`src/pam_pkg.sv`:
```
`default_nettype none
package pam_pkg;
  // Clock rate and the seconds timebase derived from it.
  localparam int CLK_MHZ  = 200;
  localparam int SEC_CYC  = CLK_MHZ * 1000000;
  // Alarm durations in their own unit, then in seconds.
  localparam int ALARM_MIN = 2;
  localparam int ALARM_S   = ALARM_MIN * 60;
  localparam int HOLD_MIN  = 2;
  localparam int HOLD_S    = HOLD_MIN * 60;
  // Remaining battery time, in minutes, that raises the power loss alarm.
  localparam logic [7:0] TPL_LEFT_MIN = 8'h05;
  // Oxygen setting that means room air, 21 percent.
  localparam logic [6:0] O2_AIR_PCT = 7'h15;
  // Register byte offsets on the bus.
  localparam logic [11:0] OFS_CTRL = 12'h000;
  localparam logic [11:0] OFS_MODE = 12'h004;
  localparam logic [11:0] OFS_STAT = 12'h008;
  // Field positions and reset values.
  localparam int CTRL_PCT_LSB  = 0;
  localparam int CTRL_DIS_BIT  = 8;
  localparam int STAT_ST_LSB   = 8;
  localparam logic [6:0] PCT_RST  = 7'h15;
  localparam logic [3:0] MODE_RST = 4'h0;
  // Timer slots, one for each timed alarm.
  localparam int NT      = 5;
  localparam int TM_ML   = 0;
  localparam int TM_EXT  = 1;
  localparam int TM_INT  = 2;
  localparam int TM_SWI  = 3;
  localparam int TM_HOLD = 4;

  // Sequencer states, Gray coded along boot, run, warn, shut, safe.
  typedef enum logic [2:0] {
    ST_BOOT = 3'b000,
    ST_RUN  = 3'b001,
    ST_WARN = 3'b011,
    ST_SHUT = 3'b010,
    ST_SAFE = 3'b110
  } pam_state_t;

  // Condition detectors and sensors.
  typedef struct packed {
    logic       mains_ok;
    logic       int_supplying;
    logic       ext_supplying;
    logic       int_low;
    logic       int_absent;
    logic       ext_low;
    logic       ext_replaced;
    logic       batt_depleted;
    logic [7:0] batt_left_min;
    logic       o2_pressure_ok;
    logic       o2_sensor_bad;
    logic       speaker_fail;
  } pam_sense_t;

  // Annunciators, lamps and actuators.
  typedef struct packed {
    logic tone_medium;
    logic tone_high;
    logic backup_speaker;
    logic mains_loss_msg;
    logic caution_bar;
    logic int_batt_ind;
    logic ext_batt_ind;
    logic int_level_on;
    logic alarm_status;
    logic power_loss_msg;
    logic low_int_msg;
    logic mains_connect_prompt;
    logic safety_valve_open;
  } pam_ind_t;
endpackage : pam_pkg
`default_nettype wire

```
`src/pam_timer.sv`:
```
`default_nettype none
module pam_timer
  import pam_pkg::*;
#(
  parameter int LIMIT = ALARM_S
) (
  // Clock and reset.
  input  wire logic sys_clk_in,
  input  wire logic rst_b_in,
  // Control.
  input  wire logic tick_in,
  input  wire logic start_in,
  input  wire logic stop_in,
  // Status.
  output var  logic busy_out,
  output var  logic done_out
);
  localparam logic [15:0] LIM = 16'(LIMIT);
  logic [15:0] count;

  // Start restarts from zero even when already running.
  always_ff @(posedge sys_clk_in or negedge rst_b_in) begin
    if (!rst_b_in) begin
      count    <= 16'h0000;
      busy_out <= 1'b0;
      done_out <= 1'b0;
    end else begin
      done_out <= 1'b0;
      if (start_in) begin
        count    <= 16'h0000;
        busy_out <= 1'b1;
      end else if (stop_in) begin
        busy_out <= 1'b0;
      end else if (busy_out && tick_in) begin
        if (count == LIM - 16'h0001) begin
          busy_out <= 1'b0;
          done_out <= 1'b1;
        end else begin
          count <= count + 16'h0001;
        end
      end
    end
  end
endmodule : pam_timer
`default_nettype wire

```
`src/pam_top.sv`:
```
// Implementation choices: the register offsets and the APB register port.
`default_nettype none
module pam_top
  import pam_pkg::*;
#(
  parameter int CYC_PER_SEC = SEC_CYC,
  parameter int ALARM_SEC   = ALARM_S,
  parameter int HOLD_SEC    = HOLD_S
) (
  // Clock and reset.
  input  wire logic        sys_clk_in,
  input  wire logic        rst_b_in,
  // APB slave.
  input  wire logic [11:0] paddr_in,
  input  wire logic        psel_in,
  input  wire logic        penable_in,
  input  wire logic        pwrite_in,
  input  wire logic [31:0] pwdata_in,
  input  wire logic [3:0]  pstrb_in,
  output var  logic [31:0] prdata_out,
  output var  logic        pready_out,
  output var  logic        pslverr_out,
  // Sensors, keys and self test.
  input  wire pam_sense_t  sense_in,
  input  wire logic        reset_key_in,
  input  wire logic        power_on_self_test_done_in,
  // Annunciation and sequencing.
  output var  pam_ind_t    ind_out,
  output var  logic        power_on_self_test_run_out,
  output var  logic [3:0]  mode_out,
  output var  logic        resume_out,
  output var  logic [7:0]  alarms_out
);
  pam_sense_t  s;
  pam_ind_t    next_ind;
  pam_state_t  state;
  logic [31:0] sec_cnt;
  logic        tick;
  logic        blink;
  logic [6:0]  o2_pct;
  logic        o2_dis;
  logic [3:0]  mode;
  logic        mains_q;
  logic        ext_sup_q;
  logic        dep_q;
  logic        from_shut;
  logic        ml_act;
  logic        ml_steady;
  logic        tpl;
  logic        ext_low;
  logic        ext_done;
  logic        int_low;
  logic        int_done;
  logic        o2_sup;
  logic        o2_sen;
  logic        spk;
  logic        swi;
  logic        on_batt;
  logic        mains_fall;
  logic        mains_rise;
  logic        in_power_on_self_test;
  logic        tpl_cond;
  logic [NT-1:0] tm_start;
  logic [NT-1:0] tm_stop;
  logic [NT-1:0] tm_busy;
  logic [NT-1:0] tm_done;
  logic        wr_acc;
  logic        hit;

  assign s = sense_in;

  // Seconds timebase; the blink phase toggles once a second.
  always_ff @(posedge sys_clk_in or negedge rst_b_in) begin
    if (!rst_b_in) begin
      sec_cnt <= 32'h0000_0000;
      tick    <= 1'b0;
      blink   <= 1'b0;
    end else begin
      tick <= (sec_cnt == 32'(CYC_PER_SEC - 1));
      if (sec_cnt == 32'(CYC_PER_SEC - 1)) begin
        sec_cnt <= 32'h0000_0000;
        blink   <= ~blink;
      end else begin
        sec_cnt <= sec_cnt + 32'h0000_0001;
      end
    end
  end

  // Edge detection on supply conditions.
  always_ff @(posedge sys_clk_in or negedge rst_b_in) begin
    if (!rst_b_in) begin
      mains_q   <= 1'b1;
      ext_sup_q <= 1'b0;
      dep_q     <= 1'b0;
    end else begin
      mains_q   <= s.mains_ok;
      ext_sup_q <= s.ext_supplying;
      dep_q     <= s.batt_depleted;
    end
  end

  assign on_batt    = s.int_supplying | s.ext_supplying;
  assign mains_fall = mains_q & ~s.mains_ok;
  assign mains_rise = ~mains_q & s.mains_ok;
  assign in_power_on_self_test    = (state == ST_BOOT) || (state == ST_SHUT);
  assign tpl_cond   = ~s.mains_ok & on_batt &
                      (s.batt_left_min <= TPL_LEFT_MIN);

  // Timer controls, one slot per timed alarm.
  always_comb begin
    tm_start          = '0;
    tm_stop           = '0;
    tm_start[TM_ML]   = mains_fall & on_batt;
    tm_stop[TM_ML]    = mains_rise | reset_key_in;
    tm_start[TM_EXT]  = in_power_on_self_test & s.mains_ok & s.ext_low & ~ext_done &
                        ~ext_low & (s.int_low | s.int_absent);
    tm_stop[TM_EXT]   = s.ext_replaced;
    tm_start[TM_INT]  = in_power_on_self_test & s.mains_ok & s.int_low & ~int_done &
                        ~int_low;
    tm_start[TM_SWI]  = ext_sup_q & ~s.ext_supplying & s.int_supplying;
    tm_stop[TM_SWI]   = mains_rise | s.ext_replaced;
    tm_start[TM_HOLD] = s.batt_depleted & ~dep_q;
  end

  // Independent restartable timers on the shared timebase.
  for (genvar i = 0; i < NT; i++) begin : g_tm
    pam_timer #(
      .LIMIT ((i == TM_HOLD) ? HOLD_SEC : ALARM_SEC)
    ) u_tm (
      .sys_clk_in (sys_clk_in),
      .rst_b_in   (rst_b_in),
      .tick_in    (tick),
      .start_in   (tm_start[i]),
      .stop_in    (tm_stop[i]),
      .busy_out   (tm_busy[i]),
      .done_out   (tm_done[i])
    );
  end

  // Mains loss: flashing phase, then steady until mains or the reset key.
  always_ff @(posedge sys_clk_in or negedge rst_b_in) begin
    if (!rst_b_in) begin
      ml_act    <= 1'b0;
      ml_steady <= 1'b0;
    end else begin
      if (tm_start[TM_ML]) ml_act <= 1'b1;
      else if (mains_rise || tm_done[TM_ML] || reset_key_in) ml_act <= 1'b0;
      // Mains return beats the timeout so a steady lamp never outlives it.
      if (mains_rise || reset_key_in) ml_steady <= 1'b0;
      else if (tm_done[TM_ML]) ml_steady <= 1'b1;
    end
  end

  // Power loss: sounds until power returns; the hold timer extends it.
  always_ff @(posedge sys_clk_in or negedge rst_b_in) begin
    if (!rst_b_in) begin
      tpl <= 1'b0;
    end else if (tpl_cond) begin
      tpl <= 1'b1;
    end else if (s.mains_ok || (on_batt && !s.batt_depleted)) begin
      tpl <= 1'b0;
    end
  end

  // Self test battery alarms; each is annunciated once per test at most.
  always_ff @(posedge sys_clk_in or negedge rst_b_in) begin
    if (!rst_b_in) begin
      ext_low  <= 1'b0;
      ext_done <= 1'b0;
      int_low  <= 1'b0;
      int_done <= 1'b0;
    end else begin
      if (tm_start[TM_EXT]) ext_low <= 1'b1;
      else if (tm_done[TM_EXT] || s.ext_replaced) ext_low <= 1'b0;
      if (ext_low && (tm_done[TM_EXT] || s.ext_replaced)) ext_done <= 1'b1;
      else if (state == ST_SAFE) ext_done <= 1'b0;
      if (tm_start[TM_INT]) int_low <= 1'b1;
      else if (tm_done[TM_INT]) int_low <= 1'b0;
      if (tm_done[TM_INT]) int_done <= 1'b1;
    end
  end

  // Oxygen, speaker and battery switch alarms.
  always_ff @(posedge sys_clk_in or negedge rst_b_in) begin
    if (!rst_b_in) begin
      o2_sup <= 1'b0;
      o2_sen <= 1'b0;
      spk    <= 1'b0;
      swi    <= 1'b0;
    end else begin
      o2_sup <= ~s.o2_pressure_ok & (o2_pct != O2_AIR_PCT);
      if (s.o2_sensor_bad) o2_sen <= 1'b1;
      else if (reset_key_in) o2_sen <= 1'b0;
      if (s.speaker_fail) spk <= 1'b1;
      else if (reset_key_in) spk <= 1'b0;
      if (tm_start[TM_SWI]) swi <= 1'b1;
      else if (tm_done[TM_SWI] || tm_stop[TM_SWI]) swi <= 1'b0;
    end
  end

  // Shutdown and self test sequencer.
  always_ff @(posedge sys_clk_in or negedge rst_b_in) begin
    if (!rst_b_in) begin
      state      <= ST_BOOT;
      from_shut  <= 1'b0;
      resume_out <= 1'b0;
    end else begin
      resume_out <= 1'b0;
      case (state)
        ST_BOOT: begin
          if (power_on_self_test_done_in) begin
            state      <= ST_RUN;
            resume_out <= from_shut;
            from_shut  <= 1'b0;
          end
        end
        ST_RUN: begin
          if (tpl) state <= ST_WARN;
        end
        ST_WARN: begin
          if (s.mains_ok) state <= ST_RUN;
          else if (s.batt_depleted) state <= ST_SHUT;
        end
        ST_SHUT: begin
          from_shut <= 1'b1;
          if (power_on_self_test_done_in) state <= ST_SAFE;
        end
        ST_SAFE: begin
          if (s.mains_ok) state <= ST_BOOT;
        end
        default: state <= ST_BOOT;
      endcase
    end
  end

  // Indicator mapping; flashing follows the one second blink phase.
  always_comb begin
    next_ind                = '0;
    next_ind.tone_medium    = ml_act | swi;
    next_ind.tone_high      = tpl | tm_busy[TM_HOLD] | ext_low | int_low |
                              o2_sup | (o2_sen & ~o2_dis) | spk;
    next_ind.backup_speaker = spk | tm_busy[TM_HOLD] |
                              (state == ST_SAFE);
    next_ind.mains_loss_msg = ml_act ? blink : ml_steady;
    next_ind.caution_bar    = (ml_act | swi) ? blink : ml_steady;
    next_ind.int_batt_ind   = ~s.mains_ok & s.int_supplying & blink;
    next_ind.ext_batt_ind   = ~s.mains_ok & s.ext_supplying & blink;
    next_ind.int_level_on   = ~tpl & (state != ST_SHUT) &
                              (state != ST_SAFE);
    next_ind.alarm_status   = tpl ? blink : next_ind.tone_high;
    next_ind.power_loss_msg = tpl & blink;
    next_ind.low_int_msg    = int_low | (state == ST_SAFE);
    next_ind.mains_connect_prompt = (state == ST_SAFE);
    next_ind.safety_valve_open    = (state == ST_SAFE) ||
                                    (state == ST_SHUT);
  end

  // Outputs come from flops so the lamps never glitch.
  always_ff @(posedge sys_clk_in or negedge rst_b_in) begin
    if (!rst_b_in) begin
      ind_out    <= '0;
      alarms_out <= 8'h00;
    end else begin
      ind_out    <= next_ind;
      alarms_out <= {swi, spk, o2_sen & ~o2_dis, o2_sup,
                     int_low, ext_low, tpl, ml_act | ml_steady};
    end
  end

  assign power_on_self_test_run_out = in_power_on_self_test;
  assign mode_out     = mode;

  // APB: zero wait states; unmapped addresses answer with an error.
  assign hit         = (paddr_in == OFS_CTRL) || (paddr_in == OFS_MODE) ||
                       (paddr_in == OFS_STAT);
  assign wr_acc      = psel_in & penable_in & pwrite_in & hit;
  assign pready_out  = 1'b1;
  assign pslverr_out = psel_in & penable_in & ~hit;

  // Writable settings; the mode survives shutdown for the resume.
  always_ff @(posedge sys_clk_in or negedge rst_b_in) begin
    if (!rst_b_in) begin
      o2_pct <= PCT_RST;
      o2_dis <= 1'b0;
      mode   <= MODE_RST;
    end else if (wr_acc) begin
      if (paddr_in == OFS_CTRL && pstrb_in[0])
        o2_pct <= pwdata_in[CTRL_PCT_LSB +: 7];
      if (paddr_in == OFS_CTRL && pstrb_in[1])
        o2_dis <= pwdata_in[CTRL_DIS_BIT];
      if (paddr_in == OFS_MODE && pstrb_in[0])
        mode <= pwdata_in[3:0];
    end
  end

  // Read data is captured in the setup phase and held for the access.
  always_ff @(posedge sys_clk_in or negedge rst_b_in) begin
    if (!rst_b_in) begin
      prdata_out <= 32'h0000_0000;
    end else if (psel_in && !penable_in) begin
      prdata_out <= 32'h0000_0000;
      if (paddr_in == OFS_CTRL)
        prdata_out <= {23'h0, o2_dis, 1'b0, o2_pct};
      else if (paddr_in == OFS_MODE)
        prdata_out <= {28'h0, mode};
      else if (paddr_in == OFS_STAT)
        prdata_out <= {21'h0, state, alarms_out};
    end
  end

  // Checks on the alarm behaviour.
  property p_ml_return;
    @(posedge sys_clk_in) disable iff (!rst_b_in)
      mains_rise |=> !ml_act && !ml_steady;
  endproperty
  a_ml_return: assert property (p_ml_return)
    else $error("mains loss alarm kept after mains return");

  property p_ml_tone;
    @(posedge sys_clk_in) disable iff (!rst_b_in)
      ml_act |=> ind_out.tone_medium;
  endproperty
  a_ml_tone: assert property (p_ml_tone)
    else $error("medium tone missing during mains loss");

  property p_ml_steady;
    @(posedge sys_clk_in) disable iff (!rst_b_in)
      tm_done[TM_ML] && !mains_rise && !reset_key_in
        |=> ml_steady && !ml_act ##1 ind_out.mains_loss_msg;
  endproperty
  a_ml_steady: assert property (p_ml_steady)
    else $error("mains loss message not steady after timeout");

  property p_tpl_set;
    @(posedge sys_clk_in) disable iff (!rst_b_in)
      tpl_cond |=> tpl ##1 !ind_out.int_level_on;
  endproperty
  a_tpl_set: assert property (p_tpl_set)
    else $error("power loss alarm or lamp off missing");

  property p_hold;
    @(posedge sys_clk_in) disable iff (!rst_b_in)
      tm_start[TM_HOLD] |=> ##1 (ind_out.backup_speaker [*8]);
  endproperty
  a_hold: assert property (p_hold)
    else $error("backup alarm stopped early after depletion");

  property p_valve;
    @(posedge sys_clk_in) disable iff (!rst_b_in)
      state == ST_SAFE |=> ind_out.safety_valve_open;
  endproperty
  a_valve: assert property (p_valve)
    else $error("safety valve not open in safe state");

  property p_ext_gate;
    @(posedge sys_clk_in) disable iff (!rst_b_in)
      $rose(ext_low) |-> $past(in_power_on_self_test) && $past(s.mains_ok);
  endproperty
  a_ext_gate: assert property (p_ext_gate)
    else $error("low external battery raised outside self test");

  property p_int_once;
    @(posedge sys_clk_in) disable iff (!rst_b_in)
      int_done |=> !$rose(int_low);
  endproperty
  a_int_once: assert property (p_int_once)
    else $error("low internal battery annunciated twice");

  property p_o2_air;
    @(posedge sys_clk_in) disable iff (!rst_b_in)
      o2_pct == O2_AIR_PCT && $stable(o2_pct) |=> !o2_sup;
  endproperty
  a_o2_air: assert property (p_o2_air)
    else $error("oxygen supply alarm at room air setting");

  property p_spk;
    @(posedge sys_clk_in) disable iff (!rst_b_in)
      s.speaker_fail |=> spk ##1 ind_out.backup_speaker;
  endproperty
  a_spk: assert property (p_spk)
    else $error("backup speaker silent on speaker failure");

  property p_sen_latch;
    @(posedge sys_clk_in) disable iff (!rst_b_in)
      o2_sen && !reset_key_in |=> o2_sen;
  endproperty
  a_sen_latch: assert property (p_sen_latch)
    else $error("oxygen sensor alarm cleared without reset key");
endmodule : pam_top
`default_nettype wire

```
`config.mk`:
```
export PLATFORM = sky130hd
export DESIGN_NAME = pam_top
export DESIGN_NICKNAME = d
export VERILOG_FILES = /design/src/pam_pkg.sv /design/src/pam_timer.sv /design/src/pam_top.sv
export SDC_FILE = /design/constraint.sdc
export NUM_CORES = 1
export LEC_CHECK = 0
export BUFFER_PORTS_ARGS = -buffer_cell sky130_fd_sc_hd__clkbuf_2
export CAP_MARGIN = 20
export CORE_ASPECT_RATIO = 0.9
export CORE_MARGIN = 2
export CORE_UTILIZATION = 50
export CTS_CLUSTER_DIAMETER = 30
export CTS_CLUSTER_SIZE = 24
export DETAILED_ROUTE_END_ITERATION = 7
export PLACE_DENSITY = 0.84
export RECOVER_POWER = 50
export SYNTH_ARGS = -nofsm -noshare
export SYNTH_HDL_FRONTEND = slang
export SYNTH_SLANG_ARGS = --single-unit
export TNS_END_PERCENT = 20
```
`constraint.sdc`:
```
create_clock -name sys_clk_in -period 2.1 [get_ports sys_clk_in]
set_input_delay 0.42 -clock sys_clk_in [delete_from_list [all_inputs] [get_ports sys_clk_in]]
set_output_delay 0.42 -clock sys_clk_in [all_outputs]
set_load 0.1 [all_outputs]
```
# Word-level counts from Yosys, hierarchy flattened
# Cells that the tools add are included.
[word_totals] reg_bits=207 latchBits=0 mem_bits_rw=0 mem_bits_ro=0 output_inout_bits=61 word_cells=293 n_memories=0
[op_classes] n_addsub=6 mul=0 n_div=0 n_lt_le_gt_ge=1 n_eq_ne=28 shift=0 n_mux=86 bitwise=57 n_reduce_logical=63
[op_table] operator="16-bit two-way mux" n=18
[op_table] operator="16-bit by 1-bit adder with 16-bit output (second input constant)" n=5
[op_table] operator="16-bit by 7-bit == test with 1-bit output (second input constant)" n=5
[op_table] operator="1-bit two-way mux" n=56
[op_table] operator="2-bit nonzero test" n=17
[op_table] operator="11-bit two-way mux" n=3
[op_table] operator="32-bit by 1-bit adder with 32-bit output (second input constant)" n=1
[op_table] operator="32-bit by 28-bit == test with 1-bit output (second input constant)" n=1
[op_table] operator="32-bit two-way mux" n=1
[op_table] operator="1-bit AND" n=29
[op_table] operator="2-bit AND reduction" n=11
[op_table] operator="3-bit two-way mux" n=6
[op_table] operator="3-bit nonzero test" n=6
[op_table] operator="2-bit by 1-bit inequality test with 1-bit output (second input constant)" n=8
[op_table] operator="1-bit OR" n=15
[op_table] operator="3-bit case mux with 5 select lines" n=1
[op_table] operator="1-bit NOT" n=13
[op_table] operator="12-bit by 3-bit == test with 1-bit output (second input constant)" n=1
[op_table] operator="12-bit by 4-bit == test with 1-bit output (second input constant)" n=1
[op_table] operator="12-bit zero test" n=1
[op_table] operator="1-bit logical AND" n=11
[op_table] operator="1-bit logical OR" n=10
[op_table] operator="3-bit AND reduction" n=3
[op_table] operator="8-bit by 3-bit less-or-equal comparator with 1-bit output (second input constant)" n=1
[op_table] operator="other kinds (11)" n=17

# Longest topological paths before layout
# Gate-level depths: netlist (run 1).
[logic_depth] word_depth=9 depth_mapped=8

# By module
# Synthesis (run 1) repeated with hierarchy kept, for this count alone.
[hier_totals] hier_cells=875 hier_area_um2=9105.0
[by_module_without_submodules] mod="pam_top" instances=1 cells_per_inst=394 area_per_inst_um2=4324.1 seq_area_each_um2=2432.3
[by_module_without_submodules] mod="pam_timer (g_tm[0].u_tm ...)" instances=4 cells_per_inst=96 area_per_inst_um2=949.7 seq_area_each_um2=450.4
[by_module_without_submodules] mod="pam_timer (g_tm[3].u_tm)" instances=1 cells_per_inst=97 area_per_inst_um2=982.2 seq_area_each_um2=450.4

# Worst setup path before layout (run 1)
# Ideal clock, no wire load.
[synth_path] path_kind="reg-to-reg" start="reg state[2]" end="reg g_tm[2].u_tm.count[10]" setup_time_ps=132 arrival_time_ps=2873 setup_slack_ps=-905 path_stages_with_launch=7 n_path_buf=3 cell_sequence="dfrtp_1 > clkbuf_1 > nor2_1 > and4_1 > clkbuf_1 > buf_1 > nor2_1"
[synth_via] elab_chain_len=8
[synth_rtl] item="from (decl)" line="pam_top.sv:36" source="pam_state_t state;"
[synth_rtl] item="from (signal assigned)" line="pam_top.sv:204" source="state <= ST_BOOT;"
[synth_rtl] item="from (signal assigned)" line="pam_top.sv:212" source="state <= ST_RUN;"
[synth_rtl] item="from (signal assigned)" line="pam_top.sv:218" source="if (tpl) state <= ST_WARN;"
[synth_rtl] item="3-bit by 2-bit == test with 1-bit output or 3-bit zero test (tied branches)" line="pam_top.sv:105" source="assign in_power_on_self_test = (state == ST_BOOT) || (state == ST_SHUT);"
[synth_rtl] item="1-bit logical OR (*)" line="pam_top.sv:105"
[synth_rtl] item="named net power_on_self_test_run_out" line="pam_top.sv:29" source="output var logic power_on_self_test_run_out,"
[synth_rtl] item="1-bit AND (*) (4 in a row)" line="pam_top.sv:118" source="tm_start[TM_INT] = in_power_on_self_test & s.mains_ok & s.int_low & ~int_done &"
[synth_rtl] item="2-bit by 1-bit inequality test with 1-bit output (no line) or 2-bit nonzero test (tied branches)"
[synth_rtl] item="2-bit AND reduction (no line)"
[synth_rtl] item="to (signal assigned)" line="pam_timer.sv:39" source="count <= count + 16'h0001;"
[synth_rtl] item="to (decl)" line="pam_timer.sv:19" source="logic [15:0] count;"
# Mark *: on every way through the listed nets, which the timed path passes. The rest lies on a longest branch.
# A chain may end at the register's enable or synchronous reset.

# Worst setup path in the final report (run 1)
[layout_path] start="in paddr_in[1]" end="out pslverr_out"
[layout_via] elab_chain_len=5
[layout_rtl] item="from (decl)" line="pam_top.sv:14" source="input wire logic [11:0] paddr_in,"
[layout_rtl] item="12-bit by 3-bit == test with 1-bit output or 12-bit zero test (tied branches)" line="pam_top.sv:274" source="assign hit = (paddr_in == OFS_CTRL) || (paddr_in == OFS_MODE) ||"
[layout_rtl] item="1-bit logical OR" line="pam_top.sv:274"
[layout_rtl] item="1-bit logical OR (*)" line="pam_top.sv:274"
[layout_rtl] item="1-bit NOT (*)" line="pam_top.sv:278" source="assign pslverr_out = psel_in & penable_in & ~hit;"
[layout_rtl] item="1-bit AND (*)" line="pam_top.sv:278"
[layout_rtl] item="to (decl)" line="pam_top.sv:22" source="output var logic pslverr_out,"
# Mark *: on every way between the ends. The rest lies on a longest branch, timed or not.

==> results.json, run 1 <==
{
  "die_area_mm2": 0.01842,
  "critical-path-slowest-cell": "or4_4",
  "clk_pin_slew_worst_paths_ps": 60,
  "tns_ps": 0,
  "antenna_violations_before_repair": 0,
  "tightestPinTransition_ps": 1321,
  "synth-edff-count": 0,
  "fmaxAchievable_mhz": 480.4,
  "share_of_the_yosys_chip_area_belonging_to_registers_pct": 53.71,
  "port_buffers": 85,
  "syn-cell-area_mm2": 0.008675,
  "synth_cells": 853,
  "run_status": "finished, final reports clean",
  "num_vias": 6713,
  "max_stage_delay_ps": 550,
  "tritoncts": "built",
  "rr_worst_depth": 5,
  "seqPwrFrac_pct": 47.5,
  "async_reset_ff_share_pct": 100.0,
  "cts_made_buffers": 17,
  "placed_cell_area_mm2": 0.009563,
  "dieWidth_um": 142.8,
  "detailedRoute.firstIterationViolations": 589,
  "clock_tree.htree_level_count": 4,
  "final_cell_area_mm2": 0.01020,
  "yosys_warnings": 0,
  "ff2ff_setup_slack_ps": 190,
  "slew-limit-headroom_pct": 11.94,
  "antenna_cells": 0,
  "fp.coreArea_mm2": 0.01695,
  "numClockSinks": 186,
  "pwr-share-clk_pct": 44.4,
  "power.share.switching_pct": 25.04,
  "p_leak_nw": 4.736,
  "route.detailed.drc": 0,
  "effective_utilization_at_floorplan_pct": 51.18,
  "worst-path-max-fanout": 2,
  "yosys_register_bits": 186,
  "clock_tree.root_cell": "clkbuf_16",
  "unrepaired_setup_endpoints_after_global_routing": "true",
  "worst_hold_path.num_cells": 2,
  "cp.arrival_ps": 1660,
  "place_hpwl_mm": 13.74,
  "critical_path.cell_chain": "clkbuf_2, or4_4, nor4_4, buf_4, a21oi_2, buf_12",
  "critical_path_class": "input port to output port",
  "area_delta_synth_final_pct": 17.54,
  "grt_overflow": 0,
  "crit_path_end_kind": "output port",
  "clock_insertion_delay_worst_skew_ps": 440,
  "io_pins": 135,
  "viasPerCell": 5.507,
  "totalWireLength_mm": 19.39,
  "chipHeight_um": 129.0,
  "route.antenna.remaining_nets": 0,
  "cp_num_buf_inv": 3,
  "cts-root-to-sink-buffers": 2,
  "min_period_over_period_pct": 99.13,
  "power.internal_mw": 5.834,
  "num_rows": 45,
  "nets": 1051,
  "clock-skew-final_ps": 11.40,
  "prevailing_post_synth_register_cell": "dfrtp_1",
  "yosysUniqueCellTypes": 57,
  "finalHoldViolCount": 0,
  "net-switching-power_mw": 1.949,
  "ir_drop_worst_vdd_v": 0.0005438,
  "number_of_global_route_vias_before_repair": 6463,
  "hold-path-endpoint": "o2_sup",
  "setup_violations": 0,
  "layout_min_cycle_time_ps": 2082,
  "route.detailed.wl_per_inst_um": 15.91,
  "number_of_detailed_routing_iterations_run_before_antenna_repair": 6,
  "power.density_mw_per_mm2": 763.4,
  "r2r_end": "g_tm[3].u_tm.count[13]",
  "p_comb_share_pct": 8.2,
  "timing.critical_path.from_type": "input port",
  "gpl.final_weighted_congestion": 0.9213,
  "r2r_start": "mains_q",
  "synth.avg_cell_area_um2": 10.17,
  "hold_removal_path_class": "input port to register",
  "grt_pass1_wl_mm": 31.97,
  "timing.critical_path.max_delay_family": "simple AND/OR/NAND/NOR gates",
  "timing.final.max_slew_violations": 0,
  "groute.usage.overall_pct": 22.14,
  "drive_gt1_share_pct": 18.80,
  "maxCapViolations": 0,
  "grt_max_degree": 51,
  "min-delay-start": "sense_in[2]",
  "critical_path_required_ps": 1680
}
-- what timing repair did --
item                       in CTS  in global routing
hold buffers                    1                  0
setup buffers                   1                  0
setup endpoints to repair       1                  2
hold endpoints to repair       43                  0
gates resized for setup         2                  1
pin swaps                       1                  0
-- power by group through the flow --
stage | sequential [mW] | clock, mW | combinational [mW]
floorplan | 3.88 | 0 | 0.332
global placement | 3.76 | 0 | 0.630
detailed placement | 3.76 | 0 | 0.641
CTS | 3.70 | 3.50 | 0.648
global route | 3.70 | 3.65 | 0.680
finish | 3.70 | 3.45 | 0.635
-- routing by layer --
layer  share of wire (%)  routed length (µm)  global-route usage (%)
met1                  45                8748                   29.25
met2                  48                9359                   36.45
met3                 4.9                 945                   5.136
met4                 1.8                 340                   7.397
met5                   0                   0                       0
-- sequential cells by signal (all words and copies together) (netlist names), 3 cells and up --
signal	count
alarms_out	8
g_tm.u_tm.busy_out	5
g_tm.u_tm.count	80
g_tm.u_tm.done_out	4
ind_out	13
mode_out	4
o2_pct	7
prdata_out	11
sec_cnt	32
state	3
-- synth_stat cells (2+ instances only) --
cell type | instances | area (µm²)
xor2_1 | 53 | 464.2
or2_2 | 5 | 31.28
a21o_1 | 5 | 37.54
nor4b_1 | 5 | 43.79
mux2_2 | 14 | 157.7
dfrtp_1 | 182 | 4554
nand3b_1 | 3 | 22.52
or3_1 | 10 | 62.56
or4_4 | 2 | 22.52
o21ai_0 | 17 | 85.08
and3_1 | 18 | 112.6
and4b_1 | 2 | 20.02
or4_1 | 3 | 22.52
mux2i_1 | 3 | 30.03
ha_1 | 6 | 75.07
nor4bb_1 | 3 | 30.03
a31oi_1 | 2 | 12.51
nor2b_1 | 10 | 62.56
nor3_1 | 29 | 145.1
a31o_2 | 2 | 17.52
nand3_1 | 49 | 245.2
a221oi_1 | 3 | 26.28
a21oi_1 | 21 | 105.1
a221o_1 | 4 | 40.04
dfstp_2 | 4 | 105.1
xnor2_1 | 39 | 341.6
nand2b_1 | 7 | 43.79
o211ai_1 | 3 | 22.52
conb_1 | 2 | 7.510
nor3b_1 | 5 | 37.54
nand4_1 | 40 | 250.2
or2b_1 | 2 | 15.01
and4_1 | 8 | 70.07
nand2_1 | 66 | 247.7
inv_1 | 19 | 71.32
and2_1 | 8 | 50.05
clkbuf_1 | 18 | 67.56
nor4_2 | 2 | 25.02
buf_4 | 23 | 172.7
nor4_1 | 21 | 131.4
nor2_1 | 119 | 446.7
-- worst reg2reg max path: cells and delay by family (launching register included) --
family,cells,cell delay [ps]
xor+xnor,1,150
flops,1,540
simple gates,4,1110
-- through the flow --
stage               setup slack [ps]  std cells  hold WS [ps]  utilization (%)  power (mW)
CTS                            2.538       1219         139.4            60.35       7.845
finish                         18.31       1219         148.7            60.16       7.783
detailed placement            -271.6       1186         375.1            56.43       4.399
global placement              -189.9       1186         369.7            56.43       4.388
floorplan                     -106.7        873         124.4                -       4.209
global route                  -38.36       1219         145.8            60.16       8.029
-- cell usage in the layout (no fill, tap or decap), drive strengths merged, types with 9 or more instances in the layout --
master	netlist	routed
dfrtp	182	182
nor2	120	120
clkbuf	19	108
nand2	66	66
xor2	53	53
nand3	49	49
nand4	40	40
xnor2	39	39
buf	24	32
nor3	29	29
nor4	23	23
conb	2	22
a21oi	21	21
inv	19	21
and3	18	18
o21ai	17	17
mux2	14	14
or3	10	10
nor2b	10	10
and2	9	9
-- layout make-up --
type	instances	area, µm²
multi-input cells	625	3802
inverters	19	71.32
flip-flops and latches	186	4659
clock buffers	19	452.9
clock inverters	13	190.2
well taps	235	294.0
repair buffers	122	725.7
fillers	1368	6751
-- cells by family (layout without fill, tap and decap cells) --
family                     after synthesis  count (layout)  share of synthesized area [%]
and+or+nand+nor                        423             423                          25.43
DFF                                    186             186                          53.71
xor gates and xnor gates                92              92                          9.289
AOI/OAI and AO/OA                       65              65                          4.731
buffers and inverters                   62             173                          3.721
muxes                                   17              17                          2.164
adders and majority gates                6               6                         0.8654
other                                    2              22                        0.08657
-- how the worst max path moves through the flow --
stage / slack [ps] / cells past startpoint / start / endpoint
after floorplan: -110 / 5 / paddr_in[7] / o2_pct[1]
after global placement: -190 / 6 / paddr_in[7] / prdata_out[2]
after detailed placement: -270 / 6 / paddr_in[7] / prdata_out[0]
after CTS: 3 / 6 / paddr_in[1] / pslverr_out
after global routing: -40 / 6 / paddr_in[1] / pslverr_out
final: 20 / 6 / paddr_in[1] / pslverr_out
No activity file was read; power rests on OpenSTA's default activity.
==> run 2: changes to the inputs <==
--- a/config.mk
+++ b/config.mk
@@ -15,6 +15,7 @@
 export DETAILED_ROUTE_END_ITERATION = 7
 export PLACE_DENSITY = 0.84
 export RECOVER_POWER = 50
+export SETUP_SLACK_MARGIN = 0.15
 export SYNTH_ARGS = -nofsm -noshare
 export SYNTH_HDL_FRONTEND = slang
 export SYNTH_SLANG_ARGS = --single-unit
==> results.json, run 2 (synthesis results as in run 1) <==
{
  "totalWireLength_mm": 19.07,
  "clk_pin_slew_worst_paths_ps": 70,
  "numPlacedInstances": 1183,
  "layout_commonest_cell": "dfrtp_1",
  "route.antenna.remaining_nets": 0,
  "groute.usage.overall_pct": 21.35,
  "slew-limit-headroom_pct": 21.93,
  "clock_tree.root_cell": "clkbuf_16",
  "port_buffers": 85,
  "chipHeight_um": 129.0,
  "hold-worst-slack_ps": 148.5,
  "tritoncts": "built",
  "min_period_over_period_pct": 101.8,
  "cts-root-to-sink-buffers": 2,
  "cp.arrival_ps": 1720,
  "viasPerCell": 5.546,
  "top_register": "g_tm.u_tm.count",
  "effective_utilization_at_floorplan_pct": 51.18,
  "critical_path_required_ps": 1680,
  "hold_removal_path_class": "input port to register",
  "timing.final.max_slew_violations": 0,
  "die_area_mm2": 0.01842,
  "power.density_mw_per_mm2": 723.9,
  "placed_cell_area_mm2": 0.009549,
  "fp.coreArea_mm2": 0.01695,
  "crit_path_end_kind": "output port",
  "worst-path-max-fanout": 2,
  "grt_pass1_wl_mm": 30.93,
  "tightestPinTransition_ps": 1171,
  "leading_cell_types_in_the_layout_fill_and_taps_excluded": "dfrtp_1 (181), nor2_1 (117), clkbuf_2 (79)",
  "area_delta_synth_final_pct": 17.22,
  "clock_tree.htree_level_count": 4,
  "drive_gt1_share_pct": 19.43,
  "layout_min_cycle_time_ps": 2139,
  "maxCapViolations": 0,
  "finalHoldViolCount": 0,
  "timing.critical_path.from_type": "input port",
  "critical_path_class": "input port to output port",
  "antenna_cells": 0,
  "clock-skew-final_ps": 10.50,
  "numClockSinks": 186,
  "p_leak_nw": 4.713,
  "num_vias": 6755,
  "ir_drop_worst_vdd_v": 0.0005268,
  "gpl.final_weighted_congestion": 0.8571,
  "number_of_detailed_routing_iterations_run_before_antenna_repair": 5,
  "fmaxAchievable_mhz": 467.5,
  "tns_ps": -38.83,
  "detailedRoute.firstIterationViolations": 510,
  "num_rows": 45,
  "violations": "setup timing",
  "setup_violations": 1,
  "reg.largest.list": "g_tm.u_tm.count x80, sec_cnt x32, ind_out x13",
  "io_pins": 135,
  "cts_made_buffers": 17,
  "clock_insertion_delay_worst_skew_ps": 440,
  "final_cell_area_mm2": 0.01017,
  "run_status": "finished with violations",
  "grt_max_degree": 63,
  "post-route-worst-setup-slack_ps": -38.83,
  "dieWidth_um": 142.8,
  "unrepaired_setup_endpoints_after_global_routing": "true",
  "antenna_violations_before_repair": 0,
  "power_after_layout_mw": 7.361,
  "route.detailed.wl_per_inst_um": 15.66,
  "number_of_flip_flops_in_the_largest_register": 80,
  "final_cells": 1218,
  "place_hpwl_mm": 13.34,
  "grt_overflow": 0,
  "number_of_filler_instances_in_the_final_layout": 1311,
  "nets": 1051,
  "route.detailed.drc": 0,
  "number_of_global_route_vias_before_repair": 6396
}
==> run 2: cell types whose count changed in the layout (fill, tap and decap cells not counted), sizes merged <==
cell,previous run,this run
buf,32,34
bufinv,4,1
clkbuf,108,105
clkinv,4,7
clkinvlp,3,2
inv,21,22
==> run 2: critical path, cell delays in order <==
cell and delay (ps):
buf_6 90, or4_4 530, buf_6 130, nor4_4 160, buf_4 170, a21oi_4 50
buf_12 160
==> run 2: worst paths after layout <==
| kind | endpoint | slack (ps) | startpoint | cells past startpoint |
|---|---|---|---|---|
| max | pslverr_out | -40 | paddr_in[1] | 7 |
| min | o2_sup | 150 | sense_in[2] | 2 |
| max reg2reg | sec_cnt[26] | 180 | sec_cnt[1] | 7 |
| min reg2reg | alarms_out[4] | 400 | o2_sup | 0 |
| max in group asynchronous | mains_q | 270 | rst_b_in | 3 |
| min in group asynchronous | mode_out[3] | 770 | rst_b_in | 2 |
==> run 2: what timing repair did <==
action                     in CTS  in global routing
pin swaps                       0                  3
hold buffers                    1                  0
resized for setup               5                 10
setup buffers                   1                  2
hold endpoints to repair       42                  0
setup endpoints to repair       3                 18
==> run 2: power by group <==
part	total (mW)	switching [mW]	internal (mW)
registers	3.70	0.0540	3.64
logic	0.630	0.505	0.125
clock network	3.03	1.40	1.64
==> run 2: per-stage QoR <==
step           setup WS, ps  util, %
5_1_grt              -93.09    60.00
3_3_place_gp         -171.9    56.35
4_1_cts              -44.81    59.82
6_report             -38.83    60.00
3_5_place_dp         -212.4    56.35
2_1_floorplan        -32.80        -
==> run 2: routing by layer <==
| metal | global-route usage [%] | part of all wire [%] |
|---|---|---|
| met1 | 28.16 | 45 |
| met2 | 34.73 | 48 |
| met3 | 4.205 | 4.6 |
| met4 | 9.260 | 2.5 |
| met5 | 0 | 0 |
==> run 2: layout make-up <==
class	count	area (µm²)	share of cell area (%)
Inverter	19	71.32	0.7014
Clock inverter	13	120.1	1.181
Tap cell	235	294.0	2.892
Clock buffer	18	429.2	4.221
Timing Repair Buffer	122	752.0	7.395
Sequential cell	186	4661	45.83
Multi-Input combinational cell	625	3841	37.78
